## src/rtl/sleep_ctrl_defs.svh

```systemverilog
// Register offsets, field positions, reset values for the sleep/wake/lockup controller
`ifndef SLEEP_CTRL_DEFS_SVH
`define SLEEP_CTRL_DEFS_SVH
`define OFF_CTRL 4'h0
`define OFF_STATUS 4'h4
`define OFF_MASK 4'h8
`define OFF_STATE 4'hC
`define CTRL_SLEEP_AFTER_HANDLER 1
`define CTRL_DEEP_SLEEP_SELECT 2
`define CTRL_EVENT_ON_PENDING 4
// Only the three control bits are storable
`define CTRL_WR_MASK 32'h0000_0016
`define CTRL_RESET 32'h0000_0000
`define IRQ_LOCKUP 0
`define IRQ_WAKE 1
`define IRQ_SLEEP 2
`define IRQ_BITS 3
`define PRIO_W 8
`define PRIO_HARD_FAULT 8'h01
`define PRIO_NMI 8'h00
`endif

```

## src/rtl/sleep_ctrl_pkg.sv

```systemverilog
// Types shared by the sleep/wake/lockup controller
package sleep_ctrl_pkg;
    typedef enum logic [2:0] {
        ST_RUN = 3'b000,
        ST_SLEEP = 3'b001,
        ST_DEEP = 3'b010,
        ST_LOCK = 3'b011,
        ST_LOCK_NMI = 3'b100
    } core_state_e;
    typedef enum logic [1:0] {
        CAUSE_NONE = 2'b00,
        CAUSE_INTR = 2'b01,
        CAUSE_EVENT = 2'b10,
        CAUSE_EXIT = 2'b11
    } sleep_cause_e;
    typedef logic [7:0] prio_t;
endpackage

```

## src/rtl/axil_regs_if.sv

```systemverilog
// Register bus carrier between AXI4-Lite slave and controller core
`timescale 1ns/1ps
interface axil_regs_if;
    logic wr_en;
    logic [3:0] wr_addr;
    logic [31:0] wr_data;
    logic [3:0] wr_strb;
    logic [3:0] rd_addr;
    logic [31:0] rd_data;
    logic rd_ok;
    logic wr_ok;
    modport slave (output wr_en, output wr_addr, output wr_data, output wr_strb,
        output rd_addr, input rd_data, input rd_ok, input wr_ok);
    modport core (input wr_en, input wr_addr, input wr_data, input wr_strb,
        input rd_addr, output rd_data, output rd_ok, output wr_ok);
endinterface // axil_regs_if

```

## src/rtl/axil_slave.sv

```systemverilog
// AXI4-Lite slave front end, one write and one read at a time
`timescale 1ns/1ps
module axil_slave (
    input wire logic clk_sys,
    input wire logic arst_n,
    input wire logic [31:0] s_awaddr,
    input wire logic s_awvalid,
    output logic s_awready,
    input wire logic [31:0] s_wdata,
    input wire logic [3:0] s_wstrb,
    input wire logic s_wvalid,
    output logic s_wready,
    output logic [1:0] s_bresp,
    output logic s_bvalid,
    input wire logic s_bready,
    input wire logic [31:0] s_araddr,
    input wire logic s_arvalid,
    output logic s_arready,
    output logic [31:0] s_rdata,
    output logic [1:0] s_rresp,
    output logic s_rvalid,
    input wire logic s_rready,
    axil_regs_if.slave rb
);
    typedef struct packed {
        logic aw_have;
        logic [3:0] aw_addr;
        logic aw_bad;
        logic w_have;
        logic [31:0] w_data;
        logic [3:0] w_strb;
        logic bvalid;
        logic [1:0] bresp;
        logic rvalid;
        logic [31:0] rdata;
        logic [1:0] rresp;
        logic awready;
        logic wready;
        logic arready;
    } axs_s;
    axs_s st_reg;
    axs_s st_next;
    logic wr_fire;
    ////////////////////////////////////////////////////////////////
    always_comb begin
        st_next = st_reg;
        wr_fire = st_reg.aw_have && st_reg.w_have && !st_reg.bvalid;
        if (s_awvalid && !st_reg.aw_have) begin
            st_next.aw_have = 1'b1;
            st_next.aw_addr = s_awaddr[3:0];
            // Only word 0..3 exist; anything else answers SLVERR
            st_next.aw_bad = (s_awaddr[31:4] != 28'h000_0000) || (s_awaddr[1:0] != 2'b00);
        end
        if (s_wvalid && !st_reg.w_have) begin
            st_next.w_have = 1'b1;
            st_next.w_data = s_wdata;
            st_next.w_strb = s_wstrb;
        end
        if (wr_fire) begin
            st_next.aw_have = 1'b0;
            st_next.w_have = 1'b0;
            st_next.bvalid = 1'b1;
            st_next.bresp = (st_reg.aw_bad || !rb.wr_ok) ? 2'b10 : 2'b00;
        end
        if (st_reg.bvalid && s_bready) begin
            st_next.bvalid = 1'b0;
        end
        if (s_arvalid && !st_reg.rvalid) begin
            st_next.rvalid = 1'b1;
            // Out-of-range or unaligned reads answer zero with SLVERR
            if (rb.rd_ok && (s_araddr[31:4] == 28'h000_0000) && (s_araddr[1:0] == 2'b00)) begin
                st_next.rdata = rb.rd_data;
                st_next.rresp = 2'b00;
            end else begin
                st_next.rdata = 32'h0000_0000;
                st_next.rresp = 2'b10;
            end
        end else if (st_reg.rvalid && s_rready) begin
            st_next.rvalid = 1'b0;
        end
        // Readies registered so the ports come straight from flops
        st_next.awready = !st_next.aw_have;
        st_next.wready = !st_next.w_have;
        st_next.arready = !st_next.rvalid;
    end
    always_ff @(posedge clk_sys or negedge arst_n) begin
        if (!arst_n) begin
            st_reg <= '0;
            st_reg.awready <= 1'b1;
            st_reg.wready <= 1'b1;
            st_reg.arready <= 1'b1;
        end else begin
            st_reg <= st_next;
        end
    end
    assign s_awready = st_reg.awready;
    assign s_wready = st_reg.wready;
    assign s_bvalid = st_reg.bvalid;
    assign s_bresp = st_reg.bresp;
    assign s_arready = st_reg.arready;
    assign s_rvalid = st_reg.rvalid;
    assign s_rdata = st_reg.rdata;
    assign s_rresp = st_reg.rresp;
    assign rb.wr_en = wr_fire && !st_reg.aw_bad;
    assign rb.wr_addr = st_reg.aw_addr;
    assign rb.wr_data = st_reg.w_data;
    assign rb.wr_strb = st_reg.w_strb;
    assign rb.rd_addr = s_araddr[3:0];
endmodule // axil_slave

```

## src/rtl/core_sleep_wake_lockup_control.sv

```systemverilog
// Sleep, wake and lockup controller for the processor core
//
// Summary of operation
// RL1 - Hard fault while in NMI or hard fault handler enters lockup.
// RL2 - No instruction fetch or execute while locked up.
// RL3 - Lockup ends on reset, NMI, or debugger halt.
// RL4 - Lockup entered from NMI handler ignores further NMIs.
// RL5 - Ordinary sleep gates the processor clock.
// RL6 - Deep sleep stops system clock, powers down PLL and flash.
// RL7 - Deep-sleep select bit chooses sleep or deep sleep.
// RL8 - Wait-for-interrupt sleeps at once, unconditionally; here a same-cycle NMI, hard fault or lockup entry is taken instead.
// RL9 - Wait-for-event with event register 0 sleeps.
// RL10 - Wait-for-event with event register 1 clears it, keeps running.
// RL11 - Sleep-after-handler set: handler completion returns then sleeps.
// RL12 - Interrupt or exit sleep wakes only on an entry-capable exception.
// RL13 - Priority mask set: higher interrupt wakes, handler held until cleared.
// RL14 - Event sleep wakes on exception, external event, or remote send-event.
// RL15 - Event-on-pending: any new pending interrupt makes a waking event.
// RL16 - External event wakes event sleep, or sets event register when awake.
// RL17 - Hard fault preempted only by reset and NMI.
//
// Added by the designer: register access over AXI4-Lite and the address map.
`timescale 1ns/1ps
`include "sleep_ctrl_defs.svh"
module core_sleep_wake_lockup_control (
    input wire logic clk_sys,
    input wire logic arst_n,
    input wire logic wait_for_interrupt_instr,
    input wire logic wait_for_event_instr,
    input wire logic send_event_instr_remote,
    input wire logic handler_complete,
    input wire logic return_to_thread,
    input wire logic hard_fault,
    input wire logic nmi_req,
    input wire logic in_nmi_handler,
    input wire logic in_hard_fault_handler,
    input wire logic debug_halt,
    input wire logic ext_event,
    input wire logic irq_pend_new,
    input wire logic irq_enabled,
    input wire sleep_ctrl_pkg::prio_t irq_prio,
    input wire sleep_ctrl_pkg::prio_t cur_prio,
    input wire logic priority_mask_bit,
    input wire logic fault_mask_bit,
    input wire logic [31:0] s_awaddr,
    input wire logic s_awvalid,
    output logic s_awready,
    input wire logic [31:0] s_wdata,
    input wire logic [3:0] s_wstrb,
    input wire logic s_wvalid,
    output logic s_wready,
    output logic [1:0] s_bresp,
    output logic s_bvalid,
    input wire logic s_bready,
    input wire logic [31:0] s_araddr,
    input wire logic s_arvalid,
    output logic s_arready,
    output logic [31:0] s_rdata,
    output logic [1:0] s_rresp,
    output logic s_rvalid,
    input wire logic s_rready,
    output logic fetch_enable,
    output logic proc_clk_en,
    output logic sys_clk_en,
    output logic pll_power_en,
    output logic flash_power_en,
    output logic locked_up,
    output logic take_hard_fault,
    output logic take_nmi,
    output logic handler_held,
    output logic irq
);
    import sleep_ctrl_pkg::*;
    typedef struct packed {
        core_state_e state;
        sleep_cause_e cause;
        logic event_flag;
        logic [31:0] ctrl;
        logic [`IRQ_BITS-1:0] status;
        logic [`IRQ_BITS-1:0] mask;
        logic hold;
        logic fetch;
        logic pclk;
        logic sclk;
        logic pll;
        logic flash;
        logic lock_out;
        logic hf_out;
        logic nmi_out;
        logic irq_out;
    } ctrl_s;
    ctrl_s st_reg;
    ctrl_s st_next;
    axil_regs_if rb ();
    logic exc_wake;
    logic event_wake;
    logic go_sleep;
    logic [`IRQ_BITS-1:0] ev_set;
    logic [31:0] rd_mux;
    ////////////////////////////////////////////////////////////////
    axil_slave u_bus (
        .clk_sys(clk_sys),
        .arst_n(arst_n),
        .s_awaddr(s_awaddr),
        .s_awvalid(s_awvalid),
        .s_awready(s_awready),
        .s_wdata(s_wdata),
        .s_wstrb(s_wstrb),
        .s_wvalid(s_wvalid),
        .s_wready(s_wready),
        .s_bresp(s_bresp),
        .s_bvalid(s_bvalid),
        .s_bready(s_bready),
        .s_araddr(s_araddr),
        .s_arvalid(s_arvalid),
        .s_arready(s_arready),
        .s_rdata(s_rdata),
        .s_rresp(s_rresp),
        .s_rvalid(s_rvalid),
        .s_rready(s_rready),
        .rb(rb.slave)
    );
    ////////////////////////////////////////////////////////////////
    // Read mux is combinational; the slave registers it
    always_comb begin
        case (rb.rd_addr)
            `OFF_CTRL: rd_mux = st_reg.ctrl;
            `OFF_STATUS: rd_mux = {29'h0000_0000, st_reg.status};
            `OFF_MASK: rd_mux = {29'h0000_0000, st_reg.mask};
            `OFF_STATE: rd_mux = {27'h000_0000, st_reg.event_flag, 1'b0, st_reg.state};
            default: rd_mux = 32'h0000_0000;
        endcase
    end
    assign rb.rd_data = rd_mux;
    assign rb.rd_ok = 1'b1;
    assign rb.wr_ok = 1'b1;
    ////////////////////////////////////////////////////////////////
    // Priority mask blocks entry but not wake; fault mask set blocks both
    always_comb begin
        exc_wake = nmi_req || hard_fault
            || (irq_pend_new && irq_enabled && (irq_prio < cur_prio) && !fault_mask_bit); // RL12 RL13
        event_wake = exc_wake || ext_event || send_event_instr_remote
            || (irq_pend_new && st_reg.ctrl[`CTRL_EVENT_ON_PENDING]); // RL14 RL15 RL16
    end
    ////////////////////////////////////////////////////////////////
    always_comb begin
        st_next = st_reg;
        ev_set = '0;
        go_sleep = 1'b0;
        st_next.hf_out = 1'b0;
        st_next.nmi_out = 1'b0;
        case (st_reg.state)
            ST_RUN: begin
                if (hard_fault && (in_nmi_handler || in_hard_fault_handler)) begin
                    st_next.state = in_nmi_handler ? ST_LOCK_NMI : ST_LOCK; // RL1 RL4
                    ev_set[`IRQ_LOCKUP] = 1'b1;
                end else if (nmi_req) begin
                    st_next.nmi_out = 1'b1; // RL17
                end else if (hard_fault) begin
                    st_next.hf_out = 1'b1; // RL17
                end else if (wait_for_interrupt_instr) begin
                    go_sleep = 1'b1; // RL8
                    st_next.cause = CAUSE_INTR;
                end else if (wait_for_event_instr) begin
                    if (st_reg.event_flag || ext_event || send_event_instr_remote) begin
                        st_next.event_flag = 1'b0; // RL10
                    end else begin
                        go_sleep = 1'b1; // RL9
                        st_next.cause = CAUSE_EVENT;
                    end
                end else if (handler_complete && return_to_thread
                    && st_reg.ctrl[`CTRL_SLEEP_AFTER_HANDLER]) begin
                    go_sleep = 1'b1; // RL11
                    st_next.cause = CAUSE_EXIT;
                end
                if (go_sleep) begin
                    st_next.state = st_reg.ctrl[`CTRL_DEEP_SLEEP_SELECT] ? ST_DEEP : ST_SLEEP; // RL7
                    ev_set[`IRQ_SLEEP] = 1'b1;
                end
                // Event seen while awake arms the next wait-for-event
                if ((ext_event || send_event_instr_remote) && !wait_for_event_instr) begin
                    st_next.event_flag = 1'b1; // RL16
                end
            end
            ST_SLEEP, ST_DEEP: begin
                if ((st_reg.cause == CAUSE_EVENT) ? event_wake : exc_wake) begin // RL12 RL14
                    st_next.state = ST_RUN;
                    st_next.cause = CAUSE_NONE;
                    ev_set[`IRQ_WAKE] = 1'b1;
                    // Wake with mask set defers the handler
                    st_next.hold = priority_mask_bit && !fault_mask_bit; // RL13
                end
            end
            ST_LOCK: begin
                if (debug_halt || nmi_req) begin
                    st_next.state = ST_RUN; // RL3
                    st_next.nmi_out = nmi_req;
                end
            end
            ST_LOCK_NMI: begin
                if (debug_halt) begin
                    st_next.state = ST_RUN; // RL4
                end
            end
            default: st_next.state = ST_RUN;
        endcase
        if (!priority_mask_bit) begin
            st_next.hold = 1'b0; // RL13
        end
        if (rb.wr_en && rb.wr_strb[0]) begin
            case (rb.wr_addr)
                `OFF_CTRL: st_next.ctrl = rb.wr_data & `CTRL_WR_MASK; // RL7 RL11 RL15
                `OFF_STATUS: st_next.status = st_reg.status & ~rb.wr_data[`IRQ_BITS-1:0];
                `OFF_MASK: st_next.mask = rb.wr_data[`IRQ_BITS-1:0];
                default: st_next.mask = st_reg.mask;
            endcase
        end
        // Set wins over a same-cycle write-one-to-clear
        st_next.status = st_next.status | ev_set;
        st_next.fetch = (st_next.state == ST_RUN); // RL2
        st_next.pclk = !(st_next.state == ST_SLEEP || st_next.state == ST_DEEP); // RL5
        st_next.sclk = (st_next.state != ST_DEEP); // RL6
        st_next.pll = (st_next.state != ST_DEEP); // RL6
        st_next.flash = (st_next.state != ST_DEEP); // RL6
        st_next.lock_out = (st_next.state == ST_LOCK) || (st_next.state == ST_LOCK_NMI);
        st_next.irq_out = |(st_next.status & st_next.mask);
    end
    always_ff @(posedge clk_sys or negedge arst_n) begin
        if (!arst_n) begin
            st_reg <= '0;
            st_reg.ctrl <= `CTRL_RESET;
            st_reg.fetch <= 1'b1;
            st_reg.pclk <= 1'b1;
            st_reg.sclk <= 1'b1;
            st_reg.pll <= 1'b1;
            st_reg.flash <= 1'b1;
        end else begin
            st_reg <= st_next;
        end
    end
    assign fetch_enable = st_reg.fetch;
    assign proc_clk_en = st_reg.pclk;
    assign sys_clk_en = st_reg.sclk;
    assign pll_power_en = st_reg.pll;
    assign flash_power_en = st_reg.flash;
    assign locked_up = st_reg.lock_out;
    assign take_hard_fault = st_reg.hf_out;
    assign take_nmi = st_reg.nmi_out;
    assign handler_held = st_reg.hold;
    assign irq = st_reg.irq_out;
endmodule // core_sleep_wake_lockup_control

```

## config.mk

```make
export PLATFORM = sky130hd
export DESIGN_NAME = core_sleep_wake_lockup_control
export DESIGN_NICKNAME = d
export VERILOG_FILES = /design/src/rtl/sleep_ctrl_pkg.sv /design/src/rtl/axil_regs_if.sv /design/src/rtl/axil_slave.sv /design/src/rtl/core_sleep_wake_lockup_control.sv
export VERILOG_INCLUDE_DIRS = /design/src /design/src/rtl
export SDC_FILE = /design/constraint.sdc
export NUM_CORES = 1
export LEC_CHECK = 0
export BUFFER_PORTS_ARGS = -buffer_cell sky130_fd_sc_hd__buf_2
export CAP_MARGIN = 5
export CORE_UTILIZATION = 45
export CTS_CLUSTER_DIAMETER = 200
export CTS_CLUSTER_SIZE = 20
export DETAILED_ROUTE_END_ITERATION = 6
export HOLD_SLACK_MARGIN = 0.06
export PLACE_DENSITY = 0.92
export SLEW_MARGIN = 20
export SYNTH_ARGS = -nofsm -noshare
export SYNTH_HDL_FRONTEND = slang
export SYNTH_SLANG_ARGS = --single-unit
```

## constraint.sdc

```tcl
create_clock -name clk_sys -period 3.74 [get_ports clk_sys]
set_clock_uncertainty 0.15 [all_clocks]
set_input_delay 0.374 -clock clk_sys [delete_from_list [all_inputs] [get_ports clk_sys]]
set_output_delay 0.374 -clock clk_sys [all_outputs]
set_load 0.05 [all_outputs]
```

==> run summary, run 1 <==
Avg Cell Area, Syn - 10.2 µm²
Clk root buf - clkbuf_8
Seq cells post-synth - 46
Via count - 2332
H-Tree Depth - 2
Largest register FFs - 15
FF-to-FF setup slack - 1.43 ns
# fillers - 496
Nets@finish - 528
Site Rows - 27
Cell internal pwr - 0.00102 W
Post-CTS Setup Inserts - 0
Crit path max fanout - 3
Final setup viols - 0
Comb pwr share - 0.398
Worst-path clk slew - 0.09 ns
Routing usage on met1 - 0.270
Static leakage - 1.69 nW
Outcome - finished, final reports clean
Die Area - 6240 µm²
CP arrival - 2.36 ns
HP Class - input pin to flop
Detail Placement HPWL - 5.01 mm
CTS tree - yes
Worst setup startpoint - u_bus.st_reg[78]$_DFFE_PN0P_
Sw frac - 0.424
Clock Latency Late Sink - 0.31 ns
Yosys warns - 0
Max VDD drop - 0.000471 V
Top-area cell type share of the netlist area - 0.375
Total design power - 0.00178 W
Largest net degree at the start of global routing - 47
Starting density of the core - 0.476
Clk pwr share - 0.171
Vias per cell - 5.11
DR iter-0 viols - 156
CP startpoint kind - flop
Endpoints failing hold - 0
Max Cap Viol - 0
Synth top area cells - dfrtp_1, buf_4, mux2_2, dfstp_2, nor4_1
Mapped Area - 2670 µm²
Die Ht - 79.0 µm
Clk sinks - 46
R2r startpoint - u_bus.st_reg[78]$_DFFE_PN0P_
Core area - 5610 µm²
First-pass GRT wire length - 10.3 mm
Share of cells above drive strength 1 - 0.432
Die Span X - 79.0 µm
Post-route setup TNS - 0 ns
Synth unique cells - 51
CTS Buf Count - 5
Number of routed nets with antenna violations - 0
Post-Syn Instances - 261
GR Util met3 - 0.0552
Reg power frac - 0.431
Sequential fraction of the synthesis area - 0.434
Pwr/cell area - 537 nW/µm²
Yosys top cell by area - dfrtp_1
Boundary Pins - 189
Max-slew headroom - 0.532
Fin crit period - 2.31 ns
Most used DFF post-synth - dfrtp_1
DRC viols - 0
Sw Pwr - 0.000752 W
Slew @ Worst Pin - 0.695 ns
Clock Path Buffers - 2
Port Buffers - 127
WL per Instance - 13.5 µm
Top Usage Layer GRT - met2
Initial antenna violation count - 0
Overall Global Routing Usage - 0.213
Number of synthesized flops with an enable pin - 0
Total global routing overflow - 0
Area Growth Syn to Fin - 23.9%
M2 GR Usage - 0.356
# diodes - 0
Required time of the critical path - 3.79 ns
Vias in the first global route - 2297
Worst Min Path Start - s_bready
Async S/R FF share, synth - 1.00
DR pass1 iterations - 4
Period Utilization, post-route - 0.618
CP Class - flop to flop
Gpl congestion - 0.844
Slew Viols, Final - 0
Crit end category - flop
Routed WL - 6.15 mm
RSZ-0062 raised after global routing - false
Fmax - 433 MHz
==> timing repair <==
action	in CTS	in global routing
hold endpoints to repair	0	40
resized for setup	0	0
hold buffers	0	1
==> metal layers <==
| metal | wire length (µm) | vias to the layer above | share of wire |
|---|---|---|---|
| met5 | 0 | - | 0 |
| met4 | 89 | 0 | 0.014 |
| met3 | 424 | 13 | 0.069 |
| met2 | 3030 | 112 | 0.49 |
| met1 | 2610 | 1091 | 0.42 |
| li1 | - | 1116 | - |
==> Yosys cell counts (3+ instances only) <==
cell type,n
dfrtp_1,40
buf_4,38
inv_1,21
nand2_1,21
mux2_2,16
nor4_1,15
nor2_1,13
a21oi_1,7
ha_1,7
o21ai_0,7
dfstp_2,6
a22o_1,5
nor3_1,5
clkbuf_1,4
nand2b_1,4
nand4_1,4
nand3_1,3
==> worst max-delay path: stages (launching register included) <==
cell	delay [ns]
dfrtp_1	0.41
or4b_4	0.58
nor4b_4	0.31
nand2_1	0.12
a22o_1	0.20
and2_0	0.16
a221o_1	0.27
==> logic make-up (layout without fill, tap and decap cells) <==
family	count (synthesis)	after routing	share of synthesized area
buf+inv	63	157	0.142
mux	21	21	0.0976
flops	46	46	0.434
other cells	1	30	0.00141
fa+ha+maj	7	7	0.0328
simple gates	78	78	0.165
xor+xnor	1	1	0.00328
compound gates	44	44	0.123
==> layout make-up <==
type	instances	area (µm²)	area share
clock buffers	5	68.8	0.0208
clock inverters	3	21.3	0.00644
inverters	21	78.8	0.0239
multi-input cells	181	1240	0.375
flip-flops and latches	46	1160	0.351
well taps	72	90.1	0.0273
repair buffers	128	648	0.196
==> worst paths after layout <==
| path | to | depth (start not counted) |
|---|---|---|
| min reg2reg | u_bus.s_rvalid$_DFF_PN0_ | 1 |
| min in group asynchronous | u_bus.st_reg[77]$_DFF_PN0_ | 2 |
| max in group asynchronous | proc_clk_en$_DFF_PN1_ | 2 |
| max reg2reg | irq$_DFF_PN0_ | 6 |
| max | irq$_DFF_PN0_ | 6 |
| min | u_bus.s_bvalid$_DFFE_PN0P_ | 2 |
==> through the flow <==
stage | utilization | instance area, µm² | hold slack (ns) | std cells | worst slack, ns
global placement | 0.571 | 3200 | 0.327 | 447 | 1.36
detailed placement | 0.571 | 3200 | 0.340 | 447 | 1.24
CTS | 0.587 | 3290 | 0.0850 | 455 | 1.41
floorplan | - | 2780 | -0.0716 | 290 | 1.63
finish | 0.589 | 3300 | 0.0948 | 456 | 1.43
global route | 0.589 | 3300 | 0.0821 | 456 | 1.34
==> power groups by stage <==
| stage | Combinational (W) | Sequential [W] | Clock [W] |
|---|---|---|---|
| 2_1_floorplan | 0.000423 | 0.000885 | 0 |
| 4_1_cts | 0.000705 | 0.000766 | 0.000314 |
| 3_5_place_dp | 0.000700 | 0.000773 | 0 |
| 3_3_place_gp | 0.000676 | 0.000762 | 0 |
| 5_1_grt | 0.000763 | 0.000786 | 0.000337 |
| 6_report | 0.000706 | 0.000765 | 0.000304 |
==> layout by cell type (no fill, tap or decap), types with 6 or more instances in the layout <==
| master | Yosys | routed |
|---|---|---|
| a21oi_1 | 7 | 7 |
| buf_2 | 0 | 126 |
| nor2_1 | 13 | 13 |
| o21ai_0 | 7 | 7 |
| mux2_2 | 16 | 16 |
| nand2_1 | 21 | 21 |
| dfrtp_1 | 40 | 40 |
| inv_1 | 21 | 21 |
| nor4_1 | 15 | 15 |
| dfstp_2 | 6 | 6 |
| ha_1 | 7 | 7 |
| conb_1 | 1 | 30 |
Power figures use the tool's default switching activity.
==> run 2: changes to the inputs <==
CORE_UTILIZATION = 41   (was 45)
PLACE_DENSITY = 0.85   (was 0.92)
clock period = 2.13 ns   (was 3.74 ns; I/O delays follow)
==> run 2 against run 1 <==
  * The flow now finishes with violations (negative setup slack)
  * Flip-flop and latch count unchanged
  * Hold slack lost 0.020 ns
  * Die area is 9.5% higher
  * Sequential power grew 74%
  * Total power up 86%
  * Combinational power rose by 88%
  * Via count is 4.9% higher
  * Worst setup slack worse by 1.5 ns
  * Global-route usage grew 0.54 points
  * Wire length is 10% higher
  * Critical path depth did not move
  * Highest routed layer unchanged
==> run summary, run 2 (synthesized netlist as in run 1, its figures left out) <==
Required time of the critical path - 2.17 ns (was 3.79 ns)
WL per Instance - 13.9 µm (was 13.5 µm)
Core area - 6310 µm² (was 5610 µm²)
DRC viols - 0 (unchanged)
Slowest stage cell, crit path - or4b_4 (unchanged)
Pwr/cell area - 920 nW/µm² (was 537 nW/µm²)
Starting density of the core - 0.423 (was 0.476)
# fillers - 556 (was 496)
Max VDD drop - 0.000623 V (was 0.000471 V)
CP peak stage delay - 0.57 ns (was 0.58 ns)
Pre-CTS setup slack - -0.132 ns (was 1.24 ns)
Period Utilization, post-route - 1.05 (was 0.618)
Fin crit period - 2.23 ns (was 2.31 ns)
Nets@finish - 554 (was 528)
Initial antenna violation count - 0 (unchanged)
CP arrival - 2.27 ns (was 2.36 ns)
Number of routed nets with antenna violations - 0 (unchanged)
Final worst setup slack - -0.102 ns (was 1.43 ns)
# diodes - 0 (unchanged)
Area after DPL - 3270 µm² (was 3200 µm²)
Clock Latency Late Sink - 0.30 ns (was 0.31 ns)
Die Span X - 82.7 µm (was 79.0 µm)
Port Buffers - 127 (unchanged)
Final setup viols - 1 (was 0)
Routed WL - 6.79 mm (was 6.15 mm)
Hold slack - 0.0746 ns (was 0.0948 ns)
H-Tree Depth - 2 (unchanged)
Fmax - 448 MHz (was 433 MHz)
Slew Viols, Final - 0 (unchanged)
Site Rows - 29 (was 27)
Clock Path Buffers - 2 (unchanged)
DR iter-0 viols - 122 (was 156)
CP Class - flop to flop (unchanged)
Clk sinks - 46 (unchanged)
Commonest non-fill, non-tap cell in the layout - buf_2 (unchanged)
Total global routing overflow - 0 (unchanged)
Most frequent cells in the layout - buf_2, dfrtp_1, conb_1, inv_1, nand2_1 (unchanged)
Overall Global Routing Usage - 0.218 (was 0.213)
Die Area - 6830 µm² (was 6240 µm²)
CP startpoint kind - flop (unchanged)
CTS tree - yes (unchanged)
Vias in the first global route - 2522 (was 2297)
Outcome - finished, violations left (was finished, final reports clean)
Crit end category - flop (unchanged)
Post-route setup TNS - -0.102 ns (was 0 ns)
Via count - 2446 (was 2332)
Finished Cell Area - 3580 µm² (was 3300 µm²)
Largest net degree at the start of global routing - 47 (unchanged)
Gpl congestion - 0.850 (was 0.844)
Largest register FFs - 15 (unchanged)
RSZ-0062 raised after global routing - true (was false)
Crit path max fanout - 3 (unchanged)
Clk root buf - clkbuf_8 (unchanged)
Endpoints failing hold - 0 (unchanged)
Detail Placement HPWL - 5.25 mm (was 5.01 mm)
Area Growth Syn to Fin - 34.3% (was 23.9%)
HP Class - input pin to flop (unchanged)
Vias per cell - 5.02 (was 5.11)
Total design power - 0.00329 W (was 0.00178 W)
Boundary Pins - 189 (unchanged)
Share of cells above drive strength 1 - 0.432 (about the same)
DR pass1 iterations - 4 (unchanged)
Crit-path cells - or4b_4, nor3_2, nand2_2, mux2_4, and2_0, a221o_1 (was or4b_4, nor4b_4, nand2_1, a22o_1, and2_0, a221o_1)
CTS Buf Count - 5 (unchanged)
Die Ht - 82.7 µm (was 79.0 µm)
Static leakage - 1.82 nW (was 1.69 nW)
Worst-path clk slew - 0.08 ns (was 0.09 ns)
Failing checks - negative setup slack
First-pass GRT wire length - 11.1 mm (was 10.3 mm)
Max Cap Viol - 0 (unchanged)
run 2: per-layer routing:
metal	global-route usage	wire length [µm]
met2	0.402	3550
met4	0.0966	123
met3	0.0495	447
met1	0.236	2680
met5	0	0
run 2: where the power goes:
part | switching (W) | total (W) | internal (W) | leakage [nW]
clock network | 0.000288 | 0.000639 | 0.000351 | 0.0524
logic | 0.000847 | 0.00133 | 0.000479 | 1.22
registers | 0.000195 | 0.00133 | 0.00113 | 0.548
total | 0.00133 | 0.00329 | 0.00196 | 1.82
run 2: timing repair:
item,4_1_cts,5_1_grt
hold buffers,17,0
hold endpoints to repair,64,0
pin swaps,7,4
gates resized for setup,2,1
buffers inserted,2,1
endpoints found under the setup margin,1,2
run 2: path summary, 6_finish.rpt:
path,from,end,slack (ns),depth (start not counted)
setup / recovery,u_bus.st_reg[78]$_DFFE_PN0P_,irq$_DFF_PN0_,-0.10,6
max in group asynchronous,arst_n,flash_power_en$_DFF_PN1_,1.29,3
hold / removal,s_awaddr[16],u_bus.st_reg[78]$_DFFE_PN0P_,0.07,4
hold reg to reg,u_bus.s_rdata[2]$_DFFE_PN0P_,u_bus.s_rdata[2]$_DFFE_PN0P_,0.35,1
min in group asynchronous,arst_n,u_bus.st_reg[77]$_DFF_PN0_,0.27,3
setup reg to reg,u_bus.st_reg[78]$_DFFE_PN0P_,irq$_DFF_PN0_,-0.10,6
run 2: stage by stage:
step | utilization | instances
floorplan | - | 290
global placement | 0.518 | 459
finish | 0.567 | 487
CTS | 0.565 | 486
global route | 0.567 | 487
detailed placement | 0.518 | 459
run 2: layout make-up:
type,instances,area (µm²),share of cell area
Clock buffer,7,76.3,0.0213
Clock inverter,1,30.0,0.00838
Inverter,21,78.8,0.0220
Multi-Input combinational cell,181,1250,0.349
Sequential cell,46,1160,0.323
Tap cell,77,96.3,0.0269
Timing Repair Buffer,154,893,0.249
run 2: worst max-delay path: cells and delay by family (launching register included):
family	cells	cell delay [ns]
and+or+nand+nor	4	0.98
AOI/OAI and AO/OA	1	0.27
DFF	1	0.39
muxes	1	0.31
